### src/design/sync_io_pkg.sv
`default_nettype none
package sync_io_pkg;

  localparam int CLK_HZ       = 20_000_000;
  localparam int PULSE_LOW_US = 30;
  // Least time, so round up to whole cycles
  localparam int PULSE_CYC    = (PULSE_LOW_US * CLK_HZ + 999_999) / 1_000_000;

  localparam int NUM_LINES = 2;
  localparam int ADDR_W    = 8;
  localparam int CNT_W     = 10;
  localparam int PWM_W     = 24;
  localparam int CFG_W     = 5;

  localparam logic [CNT_W-1:0] PULSE_CNT = CNT_W'(PULSE_CYC);

  // Register byte offsets
  localparam logic [ADDR_W-1:0] ADDR_CTRL   = 8'h00;
  localparam logic [ADDR_W-1:0] ADDR_CFG0   = 8'h04;
  localparam logic [ADDR_W-1:0] ADDR_CFG1   = 8'h08;
  localparam logic [ADDR_W-1:0] ADDR_PER0   = 8'h0C;
  localparam logic [ADDR_W-1:0] ADDR_DUTY0  = 8'h10;
  localparam logic [ADDR_W-1:0] ADDR_PER1   = 8'h14;
  localparam logic [ADDR_W-1:0] ADDR_DUTY1  = 8'h18;
  localparam logic [ADDR_W-1:0] ADDR_STATUS = 8'h1C;

  // Field positions
  localparam int CTRL_SET_BIT  = 0;
  localparam int CTRL_CLR_BIT  = 1;
  localparam int CFG_INV_BIT   = 0;
  localparam int CFG_FUNC_LSB  = 1;
  localparam int CFG_OSEL_LSB  = 3;

  // Values after reset
  localparam logic [CFG_W-1:0] CFG_RST  = 5'h00;
  localparam logic [PWM_W-1:0] PER_RST  = 24'h000000;
  localparam logic [PWM_W-1:0] DUTY_RST = 24'h000000;

  localparam logic [1:0] RESP_OKAY   = 2'h0;
  localparam logic [1:0] RESP_SLVERR = 2'h2;

  typedef enum logic [1:0] {
    FUNC_SYNC   = 2'h0,
    FUNC_INPUT  = 2'h1,
    FUNC_OUTPUT = 2'h2
  } line_func_e;

  typedef enum logic [1:0] {
    OSEL_FALSE = 2'h0,
    OSEL_TRUE  = 2'h1,
    OSEL_PWM   = 2'h2
  } out_sel_e;

endpackage : sync_io_pkg
`default_nettype wire

### src/design/sync_on_off_pulse_io.sv
// Implementation choices: the AXI4-Lite slave port and the placing of the registers.
`timescale 1ns/100ps
`default_nettype none
module sync_on_off_pulse_io
(
  input  wire logic                             aclk,
  input  wire logic                             aresetn,
  input  wire logic [sync_io_pkg::ADDR_W-1:0]   s_axi_awaddr,
  input  wire logic                             s_axi_awvalid,
  output logic                                  s_axi_awready,
  input  wire logic [31:0]                      s_axi_wdata,
  input  wire logic [3:0]                       s_axi_wstrb,
  input  wire logic                             s_axi_wvalid,
  output logic                                  s_axi_wready,
  output logic [1:0]                            s_axi_bresp,
  output logic                                  s_axi_bvalid,
  input  wire logic                             s_axi_bready,
  input  wire logic [sync_io_pkg::ADDR_W-1:0]   s_axi_araddr,
  input  wire logic                             s_axi_arvalid,
  output logic                                  s_axi_arready,
  output logic [31:0]                           s_axi_rdata,
  output logic [1:0]                            s_axi_rresp,
  output logic                                  s_axi_rvalid,
  input  wire logic                             s_axi_rready,
  input  wire logic [sync_io_pkg::NUM_LINES-1:0] sync_in,
  output logic [sync_io_pkg::NUM_LINES-1:0]     sync_out,
  output logic [sync_io_pkg::NUM_LINES-1:0]     sync_oe,
  output logic [sync_io_pkg::NUM_LINES-1:0]     line_level,
  output logic                                  load_enable
);
  import sync_io_pkg::*;

  ////////////////////////////////////////////////////////////////////////////
  // Declarations

  logic [ADDR_W-1:0]    awaddr_reg;
  logic                 aw_have_reg;
  logic [31:0]          wdata_reg;
  logic [3:0]           wstrb_reg;
  logic                 w_have_reg;
  logic                 bvalid_reg;
  logic [1:0]           bresp_reg;
  logic                 rvalid_reg;
  logic [1:0]           rresp_reg;
  logic [31:0]          rdata_reg;

  logic                 wr_fire;
  logic [31:0]          wmask;
  logic                 wr_ok;
  logic                 wsel_ctrl;
  logic [NUM_LINES-1:0] wsel_cfg;
  logic [NUM_LINES-1:0] wsel_per;
  logic [NUM_LINES-1:0] wsel_duty;
  logic                 rd_ok;
  logic [31:0]          rd_value;

  logic [CFG_W-1:0]     cfg_reg  [NUM_LINES];
  logic [PWM_W-1:0]     per_reg  [NUM_LINES];
  logic [PWM_W-1:0]     duty_reg [NUM_LINES];

  logic                 load_enable_reg;
  logic                 load_enable_next;
  logic                 sw_set;
  logic                 sw_clr;
  logic [NUM_LINES-1:0] tx_start;
  logic [NUM_LINES-1:0] rx_accept;
  logic [NUM_LINES-1:0] tx_busy;
  logic [NUM_LINES-1:0] sync_s1_reg;
  logic [NUM_LINES-1:0] sync_s2_reg;
  logic [NUM_LINES-1:0] level_reg;
  logic [NUM_LINES-1:0] out_reg;
  logic [NUM_LINES-1:0] oe_reg;

  ////////////////////////////////////////////////////////////////////////////
  // Helpers

  // Byte enables widened to a bit mask
  function automatic logic [31:0] strb_mask(input logic [3:0] strb);
    logic [31:0] m;
    m = 32'h00000000;
    for (int b = 0; b < 4; b++)
    begin
      m[b*8 +: 8] = {8{strb[b]}};
    end
    return m;
  endfunction : strb_mask

  // Word-aligned view of a byte address
  function automatic logic [ADDR_W-1:0] word_addr(input logic [ADDR_W-1:0] a);
    return {a[ADDR_W-1:2], 2'b00};
  endfunction : word_addr

  ////////////////////////////////////////////////////////////////////////////
  // AXI4-Lite write path

  assign s_axi_awready = ~aw_have_reg;
  assign s_axi_wready  = ~w_have_reg;
  assign s_axi_bvalid  = bvalid_reg;
  assign s_axi_bresp   = bresp_reg;
  // Commit only when both halves are held and no response is pending
  assign wr_fire       = aw_have_reg & w_have_reg & ~bvalid_reg;
  assign wmask         = strb_mask(wstrb_reg);

  // Address and data accepted in either order
  always_ff @(posedge aclk)
  begin
    if (!aresetn)
    begin
      aw_have_reg <= 1'b0;
      awaddr_reg  <= '0;
    end
    else if (s_axi_awvalid && !aw_have_reg)
    begin
      aw_have_reg <= 1'b1;
      awaddr_reg  <= s_axi_awaddr;
    end
    else if (wr_fire)
    begin
      aw_have_reg <= 1'b0;
    end
  end

  always_ff @(posedge aclk)
  begin
    if (!aresetn)
    begin
      w_have_reg <= 1'b0;
      wdata_reg  <= 32'h00000000;
      wstrb_reg  <= 4'h0;
    end
    else if (s_axi_wvalid && !w_have_reg)
    begin
      w_have_reg <= 1'b1;
      wdata_reg  <= s_axi_wdata;
      wstrb_reg  <= s_axi_wstrb;
    end
    else if (wr_fire)
    begin
      w_have_reg <= 1'b0;
    end
  end

  // Response held until the master takes it
  always_ff @(posedge aclk)
  begin
    if (!aresetn)
    begin
      bvalid_reg <= 1'b0;
      bresp_reg  <= RESP_OKAY;
    end
    else if (wr_fire)
    begin
      bvalid_reg <= 1'b1;
      bresp_reg  <= wr_ok ? RESP_OKAY : RESP_SLVERR;
    end
    else if (s_axi_bready)
    begin
      bvalid_reg <= 1'b0;
    end
  end

  // Write address decode
  always_comb
  begin
    wsel_ctrl = 1'b0;
    wsel_cfg  = '0;
    wsel_per  = '0;
    wsel_duty = '0;
    wr_ok     = 1'b1;
    if (word_addr(awaddr_reg) == ADDR_CTRL)
      wsel_ctrl = 1'b1;
    else if (word_addr(awaddr_reg) == ADDR_CFG0)
      wsel_cfg[0] = 1'b1;
    else if (word_addr(awaddr_reg) == ADDR_CFG1)
      wsel_cfg[1] = 1'b1;
    else if (word_addr(awaddr_reg) == ADDR_PER0)
      wsel_per[0] = 1'b1;
    else if (word_addr(awaddr_reg) == ADDR_DUTY0)
      wsel_duty[0] = 1'b1;
    else if (word_addr(awaddr_reg) == ADDR_PER1)
      wsel_per[1] = 1'b1;
    else if (word_addr(awaddr_reg) == ADDR_DUTY1)
      wsel_duty[1] = 1'b1;
    else if (word_addr(awaddr_reg) == ADDR_STATUS)
      wr_ok = 1'b1;          // Read-only, write ignored
    else
      wr_ok = 1'b0;
  end

  // Line configuration registers with byte enables
  always_ff @(posedge aclk)
  begin
    if (!aresetn)
    begin
      for (int i = 0; i < NUM_LINES; i++)
      begin
        cfg_reg[i]  <= CFG_RST;
        per_reg[i]  <= PER_RST;
        duty_reg[i] <= DUTY_RST;
      end
    end
    else if (wr_fire)
    begin
      for (int i = 0; i < NUM_LINES; i++)
      begin
        if (wsel_cfg[i])
          cfg_reg[i] <= (cfg_reg[i] & ~wmask[CFG_W-1:0])
                        | (wdata_reg[CFG_W-1:0] & wmask[CFG_W-1:0]);
        if (wsel_per[i])
          per_reg[i] <= (per_reg[i] & ~wmask[PWM_W-1:0])
                        | (wdata_reg[PWM_W-1:0] & wmask[PWM_W-1:0]);
        if (wsel_duty[i])
          duty_reg[i] <= (duty_reg[i] & ~wmask[PWM_W-1:0])
                         | (wdata_reg[PWM_W-1:0] & wmask[PWM_W-1:0]);
      end
    end
  end

  ////////////////////////////////////////////////////////////////////////////
  // AXI4-Lite read path

  assign s_axi_arready = ~rvalid_reg;
  assign s_axi_rvalid  = rvalid_reg;
  assign s_axi_rdata   = rdata_reg;
  assign s_axi_rresp   = rresp_reg;

  // Read address decode; unused bits read as zero
  always_comb
  begin
    rd_value = 32'h00000000;
    rd_ok    = 1'b1;
    if (word_addr(s_axi_araddr) == ADDR_CTRL)
      rd_value[0] = load_enable_reg;
    else if (word_addr(s_axi_araddr) == ADDR_CFG0)
      rd_value[CFG_W-1:0] = cfg_reg[0];
    else if (word_addr(s_axi_araddr) == ADDR_CFG1)
      rd_value[CFG_W-1:0] = cfg_reg[1];
    else if (word_addr(s_axi_araddr) == ADDR_PER0)
      rd_value[PWM_W-1:0] = per_reg[0];
    else if (word_addr(s_axi_araddr) == ADDR_DUTY0)
      rd_value[PWM_W-1:0] = duty_reg[0];
    else if (word_addr(s_axi_araddr) == ADDR_PER1)
      rd_value[PWM_W-1:0] = per_reg[1];
    else if (word_addr(s_axi_araddr) == ADDR_DUTY1)
      rd_value[PWM_W-1:0] = duty_reg[1];
    else if (word_addr(s_axi_araddr) == ADDR_STATUS)
      rd_value[4:0] = {tx_busy, level_reg, load_enable_reg};
    else
      rd_ok = 1'b0;
  end

  always_ff @(posedge aclk)
  begin
    if (!aresetn)
    begin
      rvalid_reg <= 1'b0;
      rresp_reg  <= RESP_OKAY;
      rdata_reg  <= 32'h00000000;
    end
    else if (s_axi_arvalid && !rvalid_reg)
    begin
      rvalid_reg <= 1'b1;
      rresp_reg  <= rd_ok ? RESP_OKAY : RESP_SLVERR;
      rdata_reg  <= rd_value;
    end
    else if (s_axi_rready)
    begin
      rvalid_reg <= 1'b0;
    end
  end

  ////////////////////////////////////////////////////////////////////////////
  // Load input enable

  // Clear beats set when software writes both at once, the safe side
  assign sw_set = wr_fire & wsel_ctrl & wmask[CTRL_SET_BIT]
                  & wdata_reg[CTRL_SET_BIT] & ~wdata_reg[CTRL_CLR_BIT];
  assign sw_clr = wr_fire & wsel_ctrl & wmask[CTRL_CLR_BIT]
                  & wdata_reg[CTRL_CLR_BIT];

  // Only local changes start a pulse, so partners never echo back
  assign tx_start[0] = sw_set & ~load_enable_reg;
  assign tx_start[1] = sw_clr & load_enable_reg;

  always_comb
  begin
    load_enable_next = load_enable_reg;
    if (rx_accept[0] && !load_enable_reg)
      load_enable_next = 1'b1;
    if (rx_accept[1] && load_enable_reg)
      load_enable_next = 1'b0;
    if (sw_set)
      load_enable_next = 1'b1;
    if (sw_clr)
      load_enable_next = 1'b0;
  end

  always_ff @(posedge aclk)
  begin
    if (!aresetn)
      load_enable_reg <= 1'b0;
    else
      load_enable_reg <= load_enable_next;
  end

  assign load_enable = load_enable_reg;

  ////////////////////////////////////////////////////////////////////////////
  // Per-line pin logic

  // Two-stage synchroniser; first stage feeds only the second
  always_ff @(posedge aclk)
  begin
    if (!aresetn)
    begin
      sync_s1_reg <= '1;
      sync_s2_reg <= '1;
    end
    else
    begin
      sync_s1_reg <= sync_in;
      sync_s2_reg <= sync_s1_reg;
    end
  end

  generate
    for (genvar g = 0; g < NUM_LINES; g++)
    begin : g_line
      logic             inv;
      line_func_e       func;
      out_sel_e         osel;
      logic             act;
      logic             pwm_lvl;
      logic             out_lvl;
      logic [CNT_W-1:0] rx_cnt_reg;
      logic [CNT_W-1:0] tx_cnt_reg;
      logic [PWM_W-1:0] pwm_cnt_reg;

      assign inv  = cfg_reg[g][CFG_INV_BIT];
      assign func = line_func_e'(cfg_reg[g][CFG_FUNC_LSB +: 2]);
      assign osel = out_sel_e'(cfg_reg[g][CFG_OSEL_LSB +: 2]);
      // Low pin means logical 1 unless inverted
      assign act  = ~sync_s2_reg[g] ^ inv;

      // Width filter; own pulse is masked so it is not taken back
      always_ff @(posedge aclk)
      begin
        if (!aresetn)
          rx_cnt_reg <= '0;
        else if (func != FUNC_SYNC || tx_busy[g] || !act)
          rx_cnt_reg <= '0;
        else if (rx_cnt_reg != PULSE_CNT)
          rx_cnt_reg <= rx_cnt_reg + 1'b1;
      end

      // One accept per pulse, at the cycle the width is reached
      assign rx_accept[g] = (func == FUNC_SYNC) & act & ~tx_busy[g]
                            & (rx_cnt_reg == PULSE_CNT - 1'b1);

      // Pulse timer for the driven low phase
      always_ff @(posedge aclk)
      begin
        if (!aresetn)
          tx_cnt_reg <= '0;
        else if (tx_start[g] && func == FUNC_SYNC)
          tx_cnt_reg <= PULSE_CNT;
        else if (tx_cnt_reg != '0)
          tx_cnt_reg <= tx_cnt_reg - 1'b1;
      end

      assign tx_busy[g] = (tx_cnt_reg != '0);

      // Free-running PWM; period in clocks, duty as high clocks
      always_ff @(posedge aclk)
      begin
        if (!aresetn)
          pwm_cnt_reg <= '0;
        else if (pwm_cnt_reg + 1'b1 >= per_reg[g])
          pwm_cnt_reg <= '0;
        else
          pwm_cnt_reg <= pwm_cnt_reg + 1'b1;
      end

      assign pwm_lvl = (per_reg[g] != '0) & (pwm_cnt_reg < duty_reg[g]);

      always_comb
      begin
        case (osel)
          OSEL_TRUE: out_lvl = 1'b1;
          OSEL_PWM:  out_lvl = pwm_lvl;
          default:   out_lvl = 1'b0;
        endcase
      end

      // Pin drivers; sync lines only drive while pulsing, wired style
      always_ff @(posedge aclk)
      begin
        if (!aresetn)
        begin
          out_reg[g] <= 1'b1;
          oe_reg[g]  <= 1'b0;
        end
        else
        begin
          case (func)
            FUNC_SYNC:
            begin
              out_reg[g] <= inv;
              oe_reg[g]  <= tx_busy[g];
            end
            FUNC_OUTPUT:
            begin
              out_reg[g] <= ~out_lvl ^ inv;
              oe_reg[g]  <= 1'b1;
            end
            default:
            begin
              out_reg[g] <= 1'b1;
              oe_reg[g]  <= 1'b0;
            end
          endcase
        end
      end

      // Polarity-corrected level, readable in every mode
      always_ff @(posedge aclk)
      begin
        if (!aresetn)
          level_reg[g] <= 1'b0;
        else
          level_reg[g] <= act;
      end
    end
  endgenerate

  assign sync_out   = out_reg;
  assign sync_oe    = oe_reg;
  assign line_level = level_reg;

endmodule : sync_on_off_pulse_io
`default_nettype wire

### config.mk
export PLATFORM = sky130hd
export DESIGN_NAME = sync_on_off_pulse_io
export DESIGN_NICKNAME = d
export VERILOG_FILES = /design/src/design/sync_io_pkg.sv /design/src/design/sync_on_off_pulse_io.sv
export SDC_FILE = /design/constraint.sdc
export NUM_CORES = 1
export LEC_CHECK = 0
export BUFFER_PORTS_ARGS = -buffer_cell sky130_fd_sc_hd__buf_2
export CORE_MARGIN = 2
export CORE_UTILIZATION = 40
export CTS_CLUSTER_SIZE = 12
export DETAILED_ROUTE_END_ITERATION = 10
export PLACE_DENSITY_LB_ADDON = 0.15
export SYNTH_ARGS = -nofsm -noshare
export SYNTH_HDL_FRONTEND = slang
export SYNTH_SLANG_ARGS = --single-unit
### constraint.sdc
create_clock -name aclk -period 10.2 [get_ports aclk]
set_clock_uncertainty 0.2 [all_clocks]
set_input_delay 1.53 -clock aclk [delete_from_list [all_inputs] [get_ports aclk]]
set_output_delay 1.53 -clock aclk [all_outputs]
set_load 0.03 [all_outputs]
==> results of run 1 <==
==> worst register-to-register path, stage by stage, from the launching register on <==
cell and delay, ns:
dfxtp_1 0.41, ha_1 0.24, nand2_1 0.09, nor2_1 0.27, nand3_1 0.26, or3_1 0.42, xnor2_1 0.20, ha_1 0.28
a21o_1 0.17, a21oi_1 0.25, o2111ai_1 0.17, a41o_1 0.50, a21boi_0 0.30
==> Yosys cell counts (all sizes together), types with 23 or more instances <==
master / count / area, um^2
dfxtp: 162 / 3240
nor2: 91 / 342
edfxtp: 106 / 3180
a21oi: 105 / 526
inv: 118 / 443
clkbuf: 66 / 248
nand2: 193 / 724
o21ai: 170 / 851
nand2b: 26 / 163
xor2: 42 / 368
mux2i: 33 / 330
a21boi: 23 / 173
ha: 107 / 1340
xnor2: 33 / 289
nor4: 25 / 156
nand3: 41 / 205
nor2b: 106 / 663
nand4: 29 / 181
nor3: 26 / 130
==> layer usage <==
metal / vias up / global-route usage, %
met5: - / 0
met4: 0 / 6.29
met3: 57 / 2.70
met2: 236 / 33.1
met1: 5706 / 31.1
li1: 5926 / -
==> through the flow <==
stage               util (%)  instances
floorplan                  -       1664
global placement        42.8       2156
detailed placement      42.8       2156
CTS                     45.7       2217
global route            45.7       2217
finish                  45.7       2217
==> kinds of logic (layout without fill, tap and decap cells) <==
| group | count (synthesis) | in the layout |
|---|---|---|
| buffers and inverters | 202 | 287 |
| xor gates and xnor gates | 75 | 75 |
| and+or+nand+nor | 583 | 583 |
| DFF | 268 | 268 |
| AOI/OAI and AO/OA | 384 | 384 |
| other | 1 | 10 |
| adders and majority gates | 107 | 107 |
| muxes | 35 | 35 |
==> area by class of cell <==
class,count,area (um^2)
fillers,3615,19800
multi-input cells,1194,7560
inverters,120,450
clock buffers,52,958
repair buffers,106,583
clock inverters,9,87.6
flip-flops and latches,268,6430
well taps,468,586
==> power groups by stage <==
stage               Combinational (mW)  Sequential (mW)  Clock (mW)
floorplan                        0.322             1.26           0
detailed placement               0.434             1.26           0
global placement                 0.424             1.26           0
CTS                              0.437             1.24        1.17
global route                     0.493             1.25        1.21
finish                           0.432             1.24        1.14
==> final timing paths <==
kind / from / end / slack [ns] / depth (start not counted)
worst min register to register: sync_s1_reg[0] / sync_s2_reg[0] / 0.21 / 1
worst max-delay path: g_line[1].pwm_cnt_reg[0] / g_line[1].pwm_cnt_reg[20] / 6.33 / 12
worst max register to register: g_line[1].pwm_cnt_reg[0] / g_line[1].pwm_cnt_reg[20] / 6.33 / 12
worst min-delay path: sync_s1_reg[0] / sync_s2_reg[0] / 0.21 / 1
==> placed cells by master, fill, tap and decap left out, types with 34 or more instances in the layout <==
cell type / n
edfxtp_1: 106
ha_1: 107
nor2_1: 90
a21oi_1: 105
buf_2: 85
nand2_1: 193
clkbuf_16: 34
nand3_1: 40
dfxtp_1: 162
nor2b_1: 105
o21ai_0: 167
xor2_1: 42
inv_1: 117
==> out/metrics.cfg, run 1 <==
[run_status]
status = completed

[min_path]
min_path_type = register to register

[synth]
synth_edf_count = 106
synth_seq_cells = 268
syn_inst = 1655
synth_top_family_by_area = simple AND/OR/NAND/NOR gates
synth_mux_area_share_pct = 2.47
synth_cell_types = 66
ys_warn_count = 0
synthAdderAreaFrac_pct = 9.09
synth_xor_area_share_pct = 4.46
synthFlopType = dfxtp_1
synth_compound_area_share_pct = 15.1
synth_area_mm2 = 0.0147
yosysSeqAreaShare_pct = 43.6
synth_simple_gate_area_share_pct = 19.8
synth_area_per_cell_um2 = 8.90
async_flop_share_pct = 0

[pwr]
p_total_mw = 2.82
power_frac_comb_pct = 15.3
leakagePower_nw = 6.71
intPower_mw = 2.04
switching_share_pct = 27.7
switchingPower_mw = 0.781
cellPowerDensity_mw_per_mm2 = 169
seq_power_share_pct = 44.1
peakVddDrop_uv = 101
pwr-share-clk_pct = 40.5

[timing]
period_needed_ns = 3.87
setup_slack_ns = 6.33
fin_crit_sh_pct = 37.9
slew_viol_final = 0
fmax_mhz = 259
setup_violations = 0
finalHoldViolCount = 0
finalSetupTns_ns = 0
hold_slack_ns = 0.208
rsz0062_at_grt = no
slew_headroom_pct = 21.4
tightest_slew_ns = 1.18

[setup_path]
crit_chain = ha_1, nand2_1, nor2_1, nand3_1, or3_1, xnor2_1, ha_1, a21o_1, a21oi_1, o2111ai_1, a41o_1, a21boi_0
worstSetupEndpointType = register
path_delay_family = compound AO/OA/AOI/OAI gates
cpMaxStageDelayCell = a41o_1
crit_required_ns = 10.42
path_common_cell = ha_1
critPathMaxStageDelay_ns = 0.50
path_max_fanout = 24
cp_data_arrival_time_ns = 4.09
startpoint_type = register
crit_type = register to register
path_buf_inv = 0

[cells_and_area]
fin_area_mm2 = 0.0167
insertedDiodeCount = 0
drive_gt1_share_pct = 9.72
syn2layout_area_growth_pct = 13.1
nets = 1892

[die]
core_mm2 = 0.0364
fp-row-count = 70
fp.dieW_um = 196
die_h_um = 196
pin_count = 109
start_util_pct = 40.4
die_area_mm2 = 0.0384

[clocking]
cts_hold_buffers = 0
cts.sinks = 268
cts-root-buf = clkbuf_16
cts_tree = done
cts_inserted_buffers = 34
cts-resized-gates = 0
ctsHtreeMaxLevel = 2
clk_latency_ns = 0.53
ctsLongestPathBuffers = 3
clkTransAtPathRegs_ns = 0.06
post-cts-setup-buffers = 0

[routing]
route.detailed.drc = 0
wl_per_cell_um = 18.4
finalWirelength_mm = 40.7
wl_met1_mm = 20.0
postRouteAntennaNets = 0
routed.top_layer = met4
wl_met3_mm = 1.71
drt-vias-per-instance = 5.38
met2WireLength_mm = 18.0
first_iter_violations = 877
dr.pass1.iters = 7
vias = 11900

[placed_design]
dpl_cell_area_mm2 = 0.0156
dp_hpwl_mm = 30.1
place_ws_ns = 6.17
gp_congestion = 0.836
portBuffers = 85

[global_routing]
grt_max_degree = 49
gr-total-overflow = 0
antenna_found_initial = 0
track_usage_pct = 21.4
grt_pass1_wl_mm = 64.8
grt_pass1_vias = 11400

[run]
max_cap_violations = 0

Note: power is estimated with default switching activity, not from simulation.
==> inputs of run 2 (changes only) <==
--- a/config.mk
+++ b/config.mk
@@ -5,6 +5,7 @@
 export SDC_FILE = /design/constraint.sdc
 export NUM_CORES = 1
 export LEC_CHECK = 0
+export ABC_AREA = 1
 export BUFFER_PORTS_ARGS = -buffer_cell sky130_fd_sc_hd__buf_2
 export CORE_MARGIN = 2
 export CORE_UTILIZATION = 40
==> constraint.sdc (replaced) <==
create_clock -name aclk -period 3.45 [get_ports aclk]
set_clock_uncertainty 0.2 [all_clocks]
set_input_delay 0.5175 -clock aclk [delete_from_list [all_inputs] [get_ports aclk]]
set_output_delay 0.5175 -clock aclk [all_outputs]
set_load 0.03 [all_outputs]
==> run 2 against run 1 <==
Net effect: final area grew 6.2%; die area increased by 2.5%; sequential share of layout area fell by 2.1 points; setup slack got worse by 6.3 ns; critical path depth rose by 7; critical endpoint is now g_line[1].pwm_cnt_reg[5]; largest cell class unchanged; non-clock buffer count up 32; highest routed layer unchanged; flip-flop and latch count is the same.
==> out/metrics.cfg, run 2 <==
[run_status]
status = completed

[min_path]
min_path_type = input port to register

[setup_path]
timing.rr.end = g_line[1].pwm_cnt_reg[5]
cp_data_arrival_time_ns = 3.65  ; -0.44 ns
worstRegToRegCells = 19  ; +7
path_max_fanout = 6  ; -75%
path_common_cell = nand4_1
critPathMaxStageDelay_ns = 0.37  ; -0.13 ns
cp-startpoint = g_line[1].pwm_cnt_reg[1]
startpoint_type = register
reg2reg_from = g_line[1].pwm_cnt_reg[1]
cpMaxStageDelayCell = dfxtp_4
crit_end = g_line[1].pwm_cnt_reg[5]
crit_chain = ha_4, nand2_2, inv_2, nand3_4, inv_4, nand2_4, nor3_4, nand4_1, nor2_1, xor2_1, inv_1, ha_4, nand4_1, nor3_2, nand4_1, nand4_1, buf_6, clkbuf_16, nor2_1
crit_required_ns = 3.67  ; -6.75 ns
crit_type = register to register
rrSetupSlack_ns = 0.01  ; -6.32 ns
worstSetupEndpointType = register

[routing]
wl_per_cell_um = 16.6  ; -9.4%
vias = 13100  ; +10%
route.detailed.drc = 0  ; unchanged
first_iter_violations = 862  ; -1.7%
dr.pass1.iters = 6  ; -1
postRouteAntennaNets = 0  ; unchanged
finalWirelength_mm = 43.4  ; +6.7%
drt-vias-per-instance = 5.03  ; -6.4%

[clocking]
cts-root-buf = clkbuf_16
ctsLongestPathBuffers = 3  ; unchanged
cts_tree = done
ctsHtreeMaxLevel = 2  ; unchanged
clkTransAtPathRegs_ns = 0.06  ; about the same
clk_latency_ns = 0.52  ; about the same
cts.sinks = 268  ; unchanged
cts_inserted_buffers = 34  ; unchanged

[placed_design]
place_ws_ns = -0.00312  ; -6.18 ns
gp_congestion = 0.886  ; +5.9%
portBuffers = 85  ; unchanged
dp_hpwl_mm = 31.9  ; +6.3%

[die]
fp-row-count = 71  ; +1.4%
die_area_mm2 = 0.0393  ; +2.5%
core_mm2 = 0.0374  ; +2.6%
die_h_um = 198  ; +1.2%
pin_count = 109  ; unchanged
start_util_pct = 40.4  ; -0.052 points
fp.dieW_um = 198  ; +1.2%

[synth]
synth_area_leaders = dfxtp_1 21%, edfxtp_1 21%, ha_1 8.9%
syn_inst = 1958  ; +18%
synth_top_area_share_pct = 21.5  ; -0.54 points
ys_warn_count = 0  ; unchanged
yosysTopAreaCell = dfxtp_1
synthFlopType = dfxtp_1
synth_cell_types = 54  ; -18%
yosysSeqAreaShare_pct = 42.6  ; -1.1 points
synth_area_per_cell_um2 = 7.71  ; -13%
synth_area_mm2 = 0.0151  ; +2.5%
synth_seq_cells = 268  ; unchanged
synth_edf_count = 106  ; unchanged
async_flop_share_pct = 0  ; unchanged
synthMostInstantiatedCell = nor2_1
ys_top_cells_by_count = 317 x nor2_1, 315 x inv_1, 279 x nand2_1

[cells_and_area]
final_common_cell = inv_1
drive_gt1_share_pct = 13.8  ; +4.1 points
nets = 2242  ; +18%
syn2layout_area_growth_pct = 17.2
insertedDiodeCount = 0  ; unchanged
final_util_pct = 47.3  ; +1.6 points
most-common-layout-cells = 312 x inv_1, 297 x nor2_1, 276 x nand2_1, 207 x a21oi_1, 151 x dfxtp_1
n_fill_cell = 3800  ; +5.1%

[timing]
period_needed_ns = 3.44  ; -0.429 ns
hold_slack_ns = 0.0235  ; -0.185 ns
finalSetupTns_ns = 0  ; unchanged
fmax_mhz = 291  ; +12%
fin_crit_sh_pct = 99.7  ; +62 points
slew_viol_final = 0  ; unchanged
finalHoldViolCount = 0  ; unchanged
slew_headroom_pct = 28.0  ; +6.6 points
setup_violations = 0  ; unchanged
tightest_slew_ns = 1.08  ; -0.100 ns
rsz0062_at_grt = yes
setup_slack_ns = 0.0119  ; -6.32 ns

[pwr]
cellPowerDensity_mw_per_mm2 = 473  ; +180%
leakagePower_nw = 8.01  ; +19%
peakVddDrop_uv = 460  ; +350%

[global_routing]
track_usage_pct = 22.0  ; +0.67 points
grt_max_degree = 50  ; +2.0%
grt_pass1_vias = 12400  ; +8.1%
grt_pass1_wl_mm = 67.2  ; +3.8%
antenna_found_initial = 0  ; unchanged
gr-total-overflow = 0  ; unchanged

[run]
max_cap_violations = 0  ; unchanged

==> run 2: cell types whose count changed after synthesis, moves of 33 or more <==
cell / previous run / this run
nor2_1: 91 / 317
inv_1: 117 / 315
nor2b_1: 106 / 0
a21oi_1: 105 / 209
nand2_1: 193 / 279
o21ai_0: 170 / 96
o211ai_1: 4 / 40
mux2i_1: 33 / 0
==> run 2: metal layers <==
| metal | global-route usage (%) | wire length [um] |
|---|---|---|
| met1 | 30.2 | 20300 |
| met2 | 36.6 | 20000 |
| met3 | 3.13 | 2190 |
| met4 | 5.29 | 898 |
| met5 | 0 | 0 |
==> run 2: logic make-up after synthesis <==
logic type                 count (synthesis)  synth area share [%]
AOI/OAI and AO/OA                        389                  14.3
DFF                                      268                  42.6
buffers and inverters                    389                  10.1
adders and majority gates                107                  8.87
and+or+nand+nor                          765                  21.8
xor gates and xnor gates                  39                  2.36
other                                      1                0.0248
==> run 2: worst max-delay path: cells and delay by family, from the launching register on <==
family	cells	cell delay, ns
XOR/XNOR	1	0.21
adder cells (fa/ha/maj)	2	0.42
buffers and inverters	5	0.59
flip-flops	1	0.37
AND/OR/NAND/NOR	11	1.54
==> run 2: worst min-delay path by stage <==
| stage | startpoint | endpoint | slack (ns) | cells past startpoint |
|---|---|---|---|---|
| after floorplan | sync_s1_reg[0] | sync_s2_reg[0] | 0.19 | 1 |
| after global placement | sync_s1_reg[0] | sync_s2_reg[0] | 0.20 | 1 |
| after detailed placement | sync_s1_reg[0] | sync_s2_reg[0] | 0.20 | 1 |
| after CTS | s_axi_wdata[8] | wdata_reg[8] | 0.01 | 3 |
| after global routing | s_axi_awaddr[6] | awaddr_reg[6] | 0.02 | 3 |
| final | s_axi_wdata[8] | wdata_reg[8] | 0.02 | 3 |
==> run 2: timing repair <==
item / CTS / global route
hold buffers: 2 / 0
resized for setup: 1 / 85
pin swaps: 0 / 28
setup endpoints to repair: 19 / 48
cloned: 0 / 4
buffers inserted: 2 / 13
endpoints found under the hold margin: 2 / 0
==> run 2: report_power, final <==
group | total (mW) | switching (mW) | internal (mW)
sequential | 3.66 | 0.161 | 3.50
combinational | 1.32 | 0.858 | 0.460
clock | 3.38 | 1.38 | 2.00
==> run 2: stage by stage <==
step	instances	instance area, um^2	total power, mW
2_1_floorplan	1967	15100	4.65
3_3_place_gp	2528	16100	4.97
3_5_place_dp	2528	16100	5.00
4_1_cts	2593	17200	8.40
5_1_grt	2610	17700	8.76
6_report	2610	17700	8.36
==> run 2: area by class of cell <==
| class | count | area, um^2 | area share (%) |
|---|---|---|---|
| Inverter | 322 | 1210 | 6.85 |
| Tap cell | 511 | 639 | 3.61 |
| Timing Repair Buffer | 138 | 921 | 5.21 |
| Clock inverter | 5 | 28.8 | 0.163 |
| Sequential cell | 268 | 6450 | 36.4 |
| Multi-Input combinational cell | 1310 | 7430 | 42.0 |
| Clock buffer | 56 | 1010 | 5.72 |
==> inputs of run 3 (changes only) <==
--- a/config.mk
+++ b/config.mk
@@ -12,6 +12,7 @@
 export CTS_CLUSTER_SIZE = 12
 export DETAILED_ROUTE_END_ITERATION = 10
 export PLACE_DENSITY_LB_ADDON = 0.15
+export SETUP_SLACK_MARGIN = 0.5
 export SYNTH_ARGS = -nofsm -noshare
 export SYNTH_HDL_FRONTEND = slang
 export SYNTH_SLANG_ARGS = --single-unit
==> run 3 against run 2 <==
Net effect: sequential share of layout area down 1.2 points; critical path depth grew 2; total power up 1.4%; die area stayed put; sequential power hardly changed; final area is 3.5% higher; register-to-register slack better by 0.10 ns; non-clock buffer count grew 31; global-route usage rose by 0.46 points.
==> out/metrics.cfg, run 3 (synthesis gave the netlist of run 2 again) <==
[run_status]
status = completed

[global_routing]
grt_pass1_wl_mm = 68.4  ; +1.7%
grt_max_degree = 49  ; -2.0%
gr-total-overflow = 0  ; unchanged
grt_pass1_vias = 12600  ; +1.6%
antenna_found_initial = 0  ; unchanged
track_usage_pct = 22.5  ; +0.46 points

[cells_and_area]
drive_gt1_share_pct = 17.1  ; +3.3 points
syn2layout_area_growth_pct = 21.3
final_util_pct = 49.0  ; +1.7 points
final_common_cell = inv_1
nets = 2273  ; +1.4%
insertedDiodeCount = 0  ; unchanged
most-common-layout-cells = 308 x inv_1, 286 x nor2_1, 271 x nand2_1, 206 x a21oi_1, 151 x dfxtp_1

[placed_design]
portBuffers = 85  ; unchanged
dp_hpwl_mm = 32.0  ; +0.33%
place_ws_ns = -0.0278  ; -0.0247 ns
gp_congestion = 0.901  ; +1.7%

[timing]
finalHoldViolCount = 0  ; unchanged
setup_violations = 0  ; unchanged
setup_slack_ns = 0.112  ; +0.101 ns
fmax_mhz = 300  ; +3.0%
fin_crit_sh_pct = 96.7  ; -2.9 points
finalSetupTns_ns = 0  ; unchanged
period_needed_ns = 3.34  ; -0.101 ns
slew_viol_final = 0  ; unchanged
tightest_slew_ns = 1.11  ; +0.0263 ns
slew_headroom_pct = 26.2  ; -1.8 points
rsz0062_at_grt = yes

[routing]
postRouteAntennaNets = 0  ; unchanged
dr.pass1.iters = 5  ; -1
route.detailed.drc = 0  ; unchanged
first_iter_violations = 781  ; -9.4%
vias = 13300  ; +1.5%
wl_per_cell_um = 16.8  ; +1.2%
finalWirelength_mm = 44.5  ; +2.4%
drt-vias-per-instance = 5.05  ; +0.27%

[clocking]
ctsHtreeMaxLevel = 2  ; unchanged
cts-root-buf = clkbuf_16
cts.sinks = 268  ; unchanged
cts_tree = done
clkTransAtPathRegs_ns = 0.06  ; about the same
clk_latency_ns = 0.52  ; about the same
ctsLongestPathBuffers = 3  ; unchanged
cts_inserted_buffers = 34  ; unchanged

[die]
die_h_um = 198  ; unchanged
pin_count = 109  ; unchanged
start_util_pct = 40.4  ; unchanged
die_area_mm2 = 0.0393  ; unchanged
core_mm2 = 0.0374  ; unchanged
fp-row-count = 71  ; unchanged
fp.dieW_um = 198  ; unchanged

[setup_path]
worstRegToRegCells = 21  ; +2
path_max_fanout = 6  ; unchanged
startpoint_type = register
timing.rr.end = g_line[1].pwm_cnt_reg[12]
reg2reg_from = g_line[1].pwm_cnt_reg[0]
rrSetupSlack_ns = 0.11  ; +0.10 ns
cp_data_arrival_time_ns = 3.55  ; -0.10 ns
crit_type = register to register
worstSetupEndpointType = register
crit_required_ns = 3.66  ; about the same

[min_path]
min_path_type = input port to register
hp-start = s_axi_wdata[12]
holdPathEnd = wdata_reg[12]
hold_depth = 3  ; unchanged

[run]
max_cap_violations = 0  ; unchanged

[pwr]
leakagePower_nw = 8.30  ; +3.6%
peakVddDrop_uv = 320  ; -30%
cellPowerDensity_mw_per_mm2 = 463  ; -2.1%

run 3: worst max path at each step:
stage / cells after the start / slack, ns / start / endpoint
after detailed placement: 21 / -0.03 / g_line[0].pwm_cnt_reg[1] / g_line[0].pwm_cnt_reg[0]
after global placement: 21 / 0.03 / g_line[0].pwm_cnt_reg[1] / g_line[0].pwm_cnt_reg[0]
after floorplan: 18 / 0.50 / g_line[0].pwm_cnt_reg[2] / g_line[0].pwm_cnt_reg[1]
final: 21 / 0.11 / g_line[1].pwm_cnt_reg[0] / g_line[1].pwm_cnt_reg[12]
after CTS: 20 / 0.14 / g_line[1].pwm_cnt_reg[1] / g_line[1].pwm_cnt_reg[2]
after global routing: 21 / -0.08 / g_line[1].pwm_cnt_reg[0] / g_line[1].pwm_cnt_reg[18]
run 3: final cells by class:
class / count / area (um^2)
fillers: 3699 / 19100
well taps: 511 / 639
flip-flops and latches: 268 / 6460
multi-input cells: 1310 / 7720
clock buffers: 47 / 991
clock inverters: 14 / 101
inverters: 322 / 1220
repair buffers: 169 / 1190
run 3: power breakdown:
group          switching (mW)  internal (mW)  total (mW)  leakage, nW
Clock                    1.39           2.08        3.48        0.549
Sequential              0.162           3.50        3.66         2.42
Combinational           0.868          0.474        1.34         5.33
Total                    2.42           6.06        8.48         8.30
run 3: metrics by stage:
step	instance area, um^2	power [mW]	hold slack, ns	std cells
finish	18300	8.48	0.0234	2641
floorplan	15200	4.66	0.193	1967
global route	18300	8.89	0.0214	2641
detailed placement	16200	5.00	0.198	2530
CTS	17800	8.53	0.00440	2631
global placement	16200	4.97	0.197	2530
run 3: what timing repair did:
item,in CTS,in global routing
pin swaps,27,38
endpoints found under the hold margin,2,0
gates cloned,3,0
gates resized for setup,42,109
endpoints found under the setup margin,48,48
buffers inserted,35,10
hold buffers,2,0
run 3: critical path: stages, from the launching register on:
cell and delay (ns):
dfxtp_4 0.38, ha_4 0.15, nand2_4 0.05, inv_4 0.06, nand3_4 0.08, inv_6 0.10
nand3_4 0.07, nor2_2 0.13, nand3_2 0.09, nor3_2 0.18, nand2_1 0.11, xor2_1 0.18
inv_1 0.08, ha_1 0.28, nand4_1 0.17, nor3_4 0.22, nand4_1 0.13, nand4_1 0.15
buf_4 0.12, buf_6 0.12, buf_16 0.14, nor2_4 0.03
run 3: routing by layer:
metal	up-vias	wire (um)	GRT usage [%]
met5	-	0	0
met4	0	1050	6.29
met3	70	2490	3.75
met2	326	20500	37.1
met1	6228	20400	30.4
li1	6708	-	-
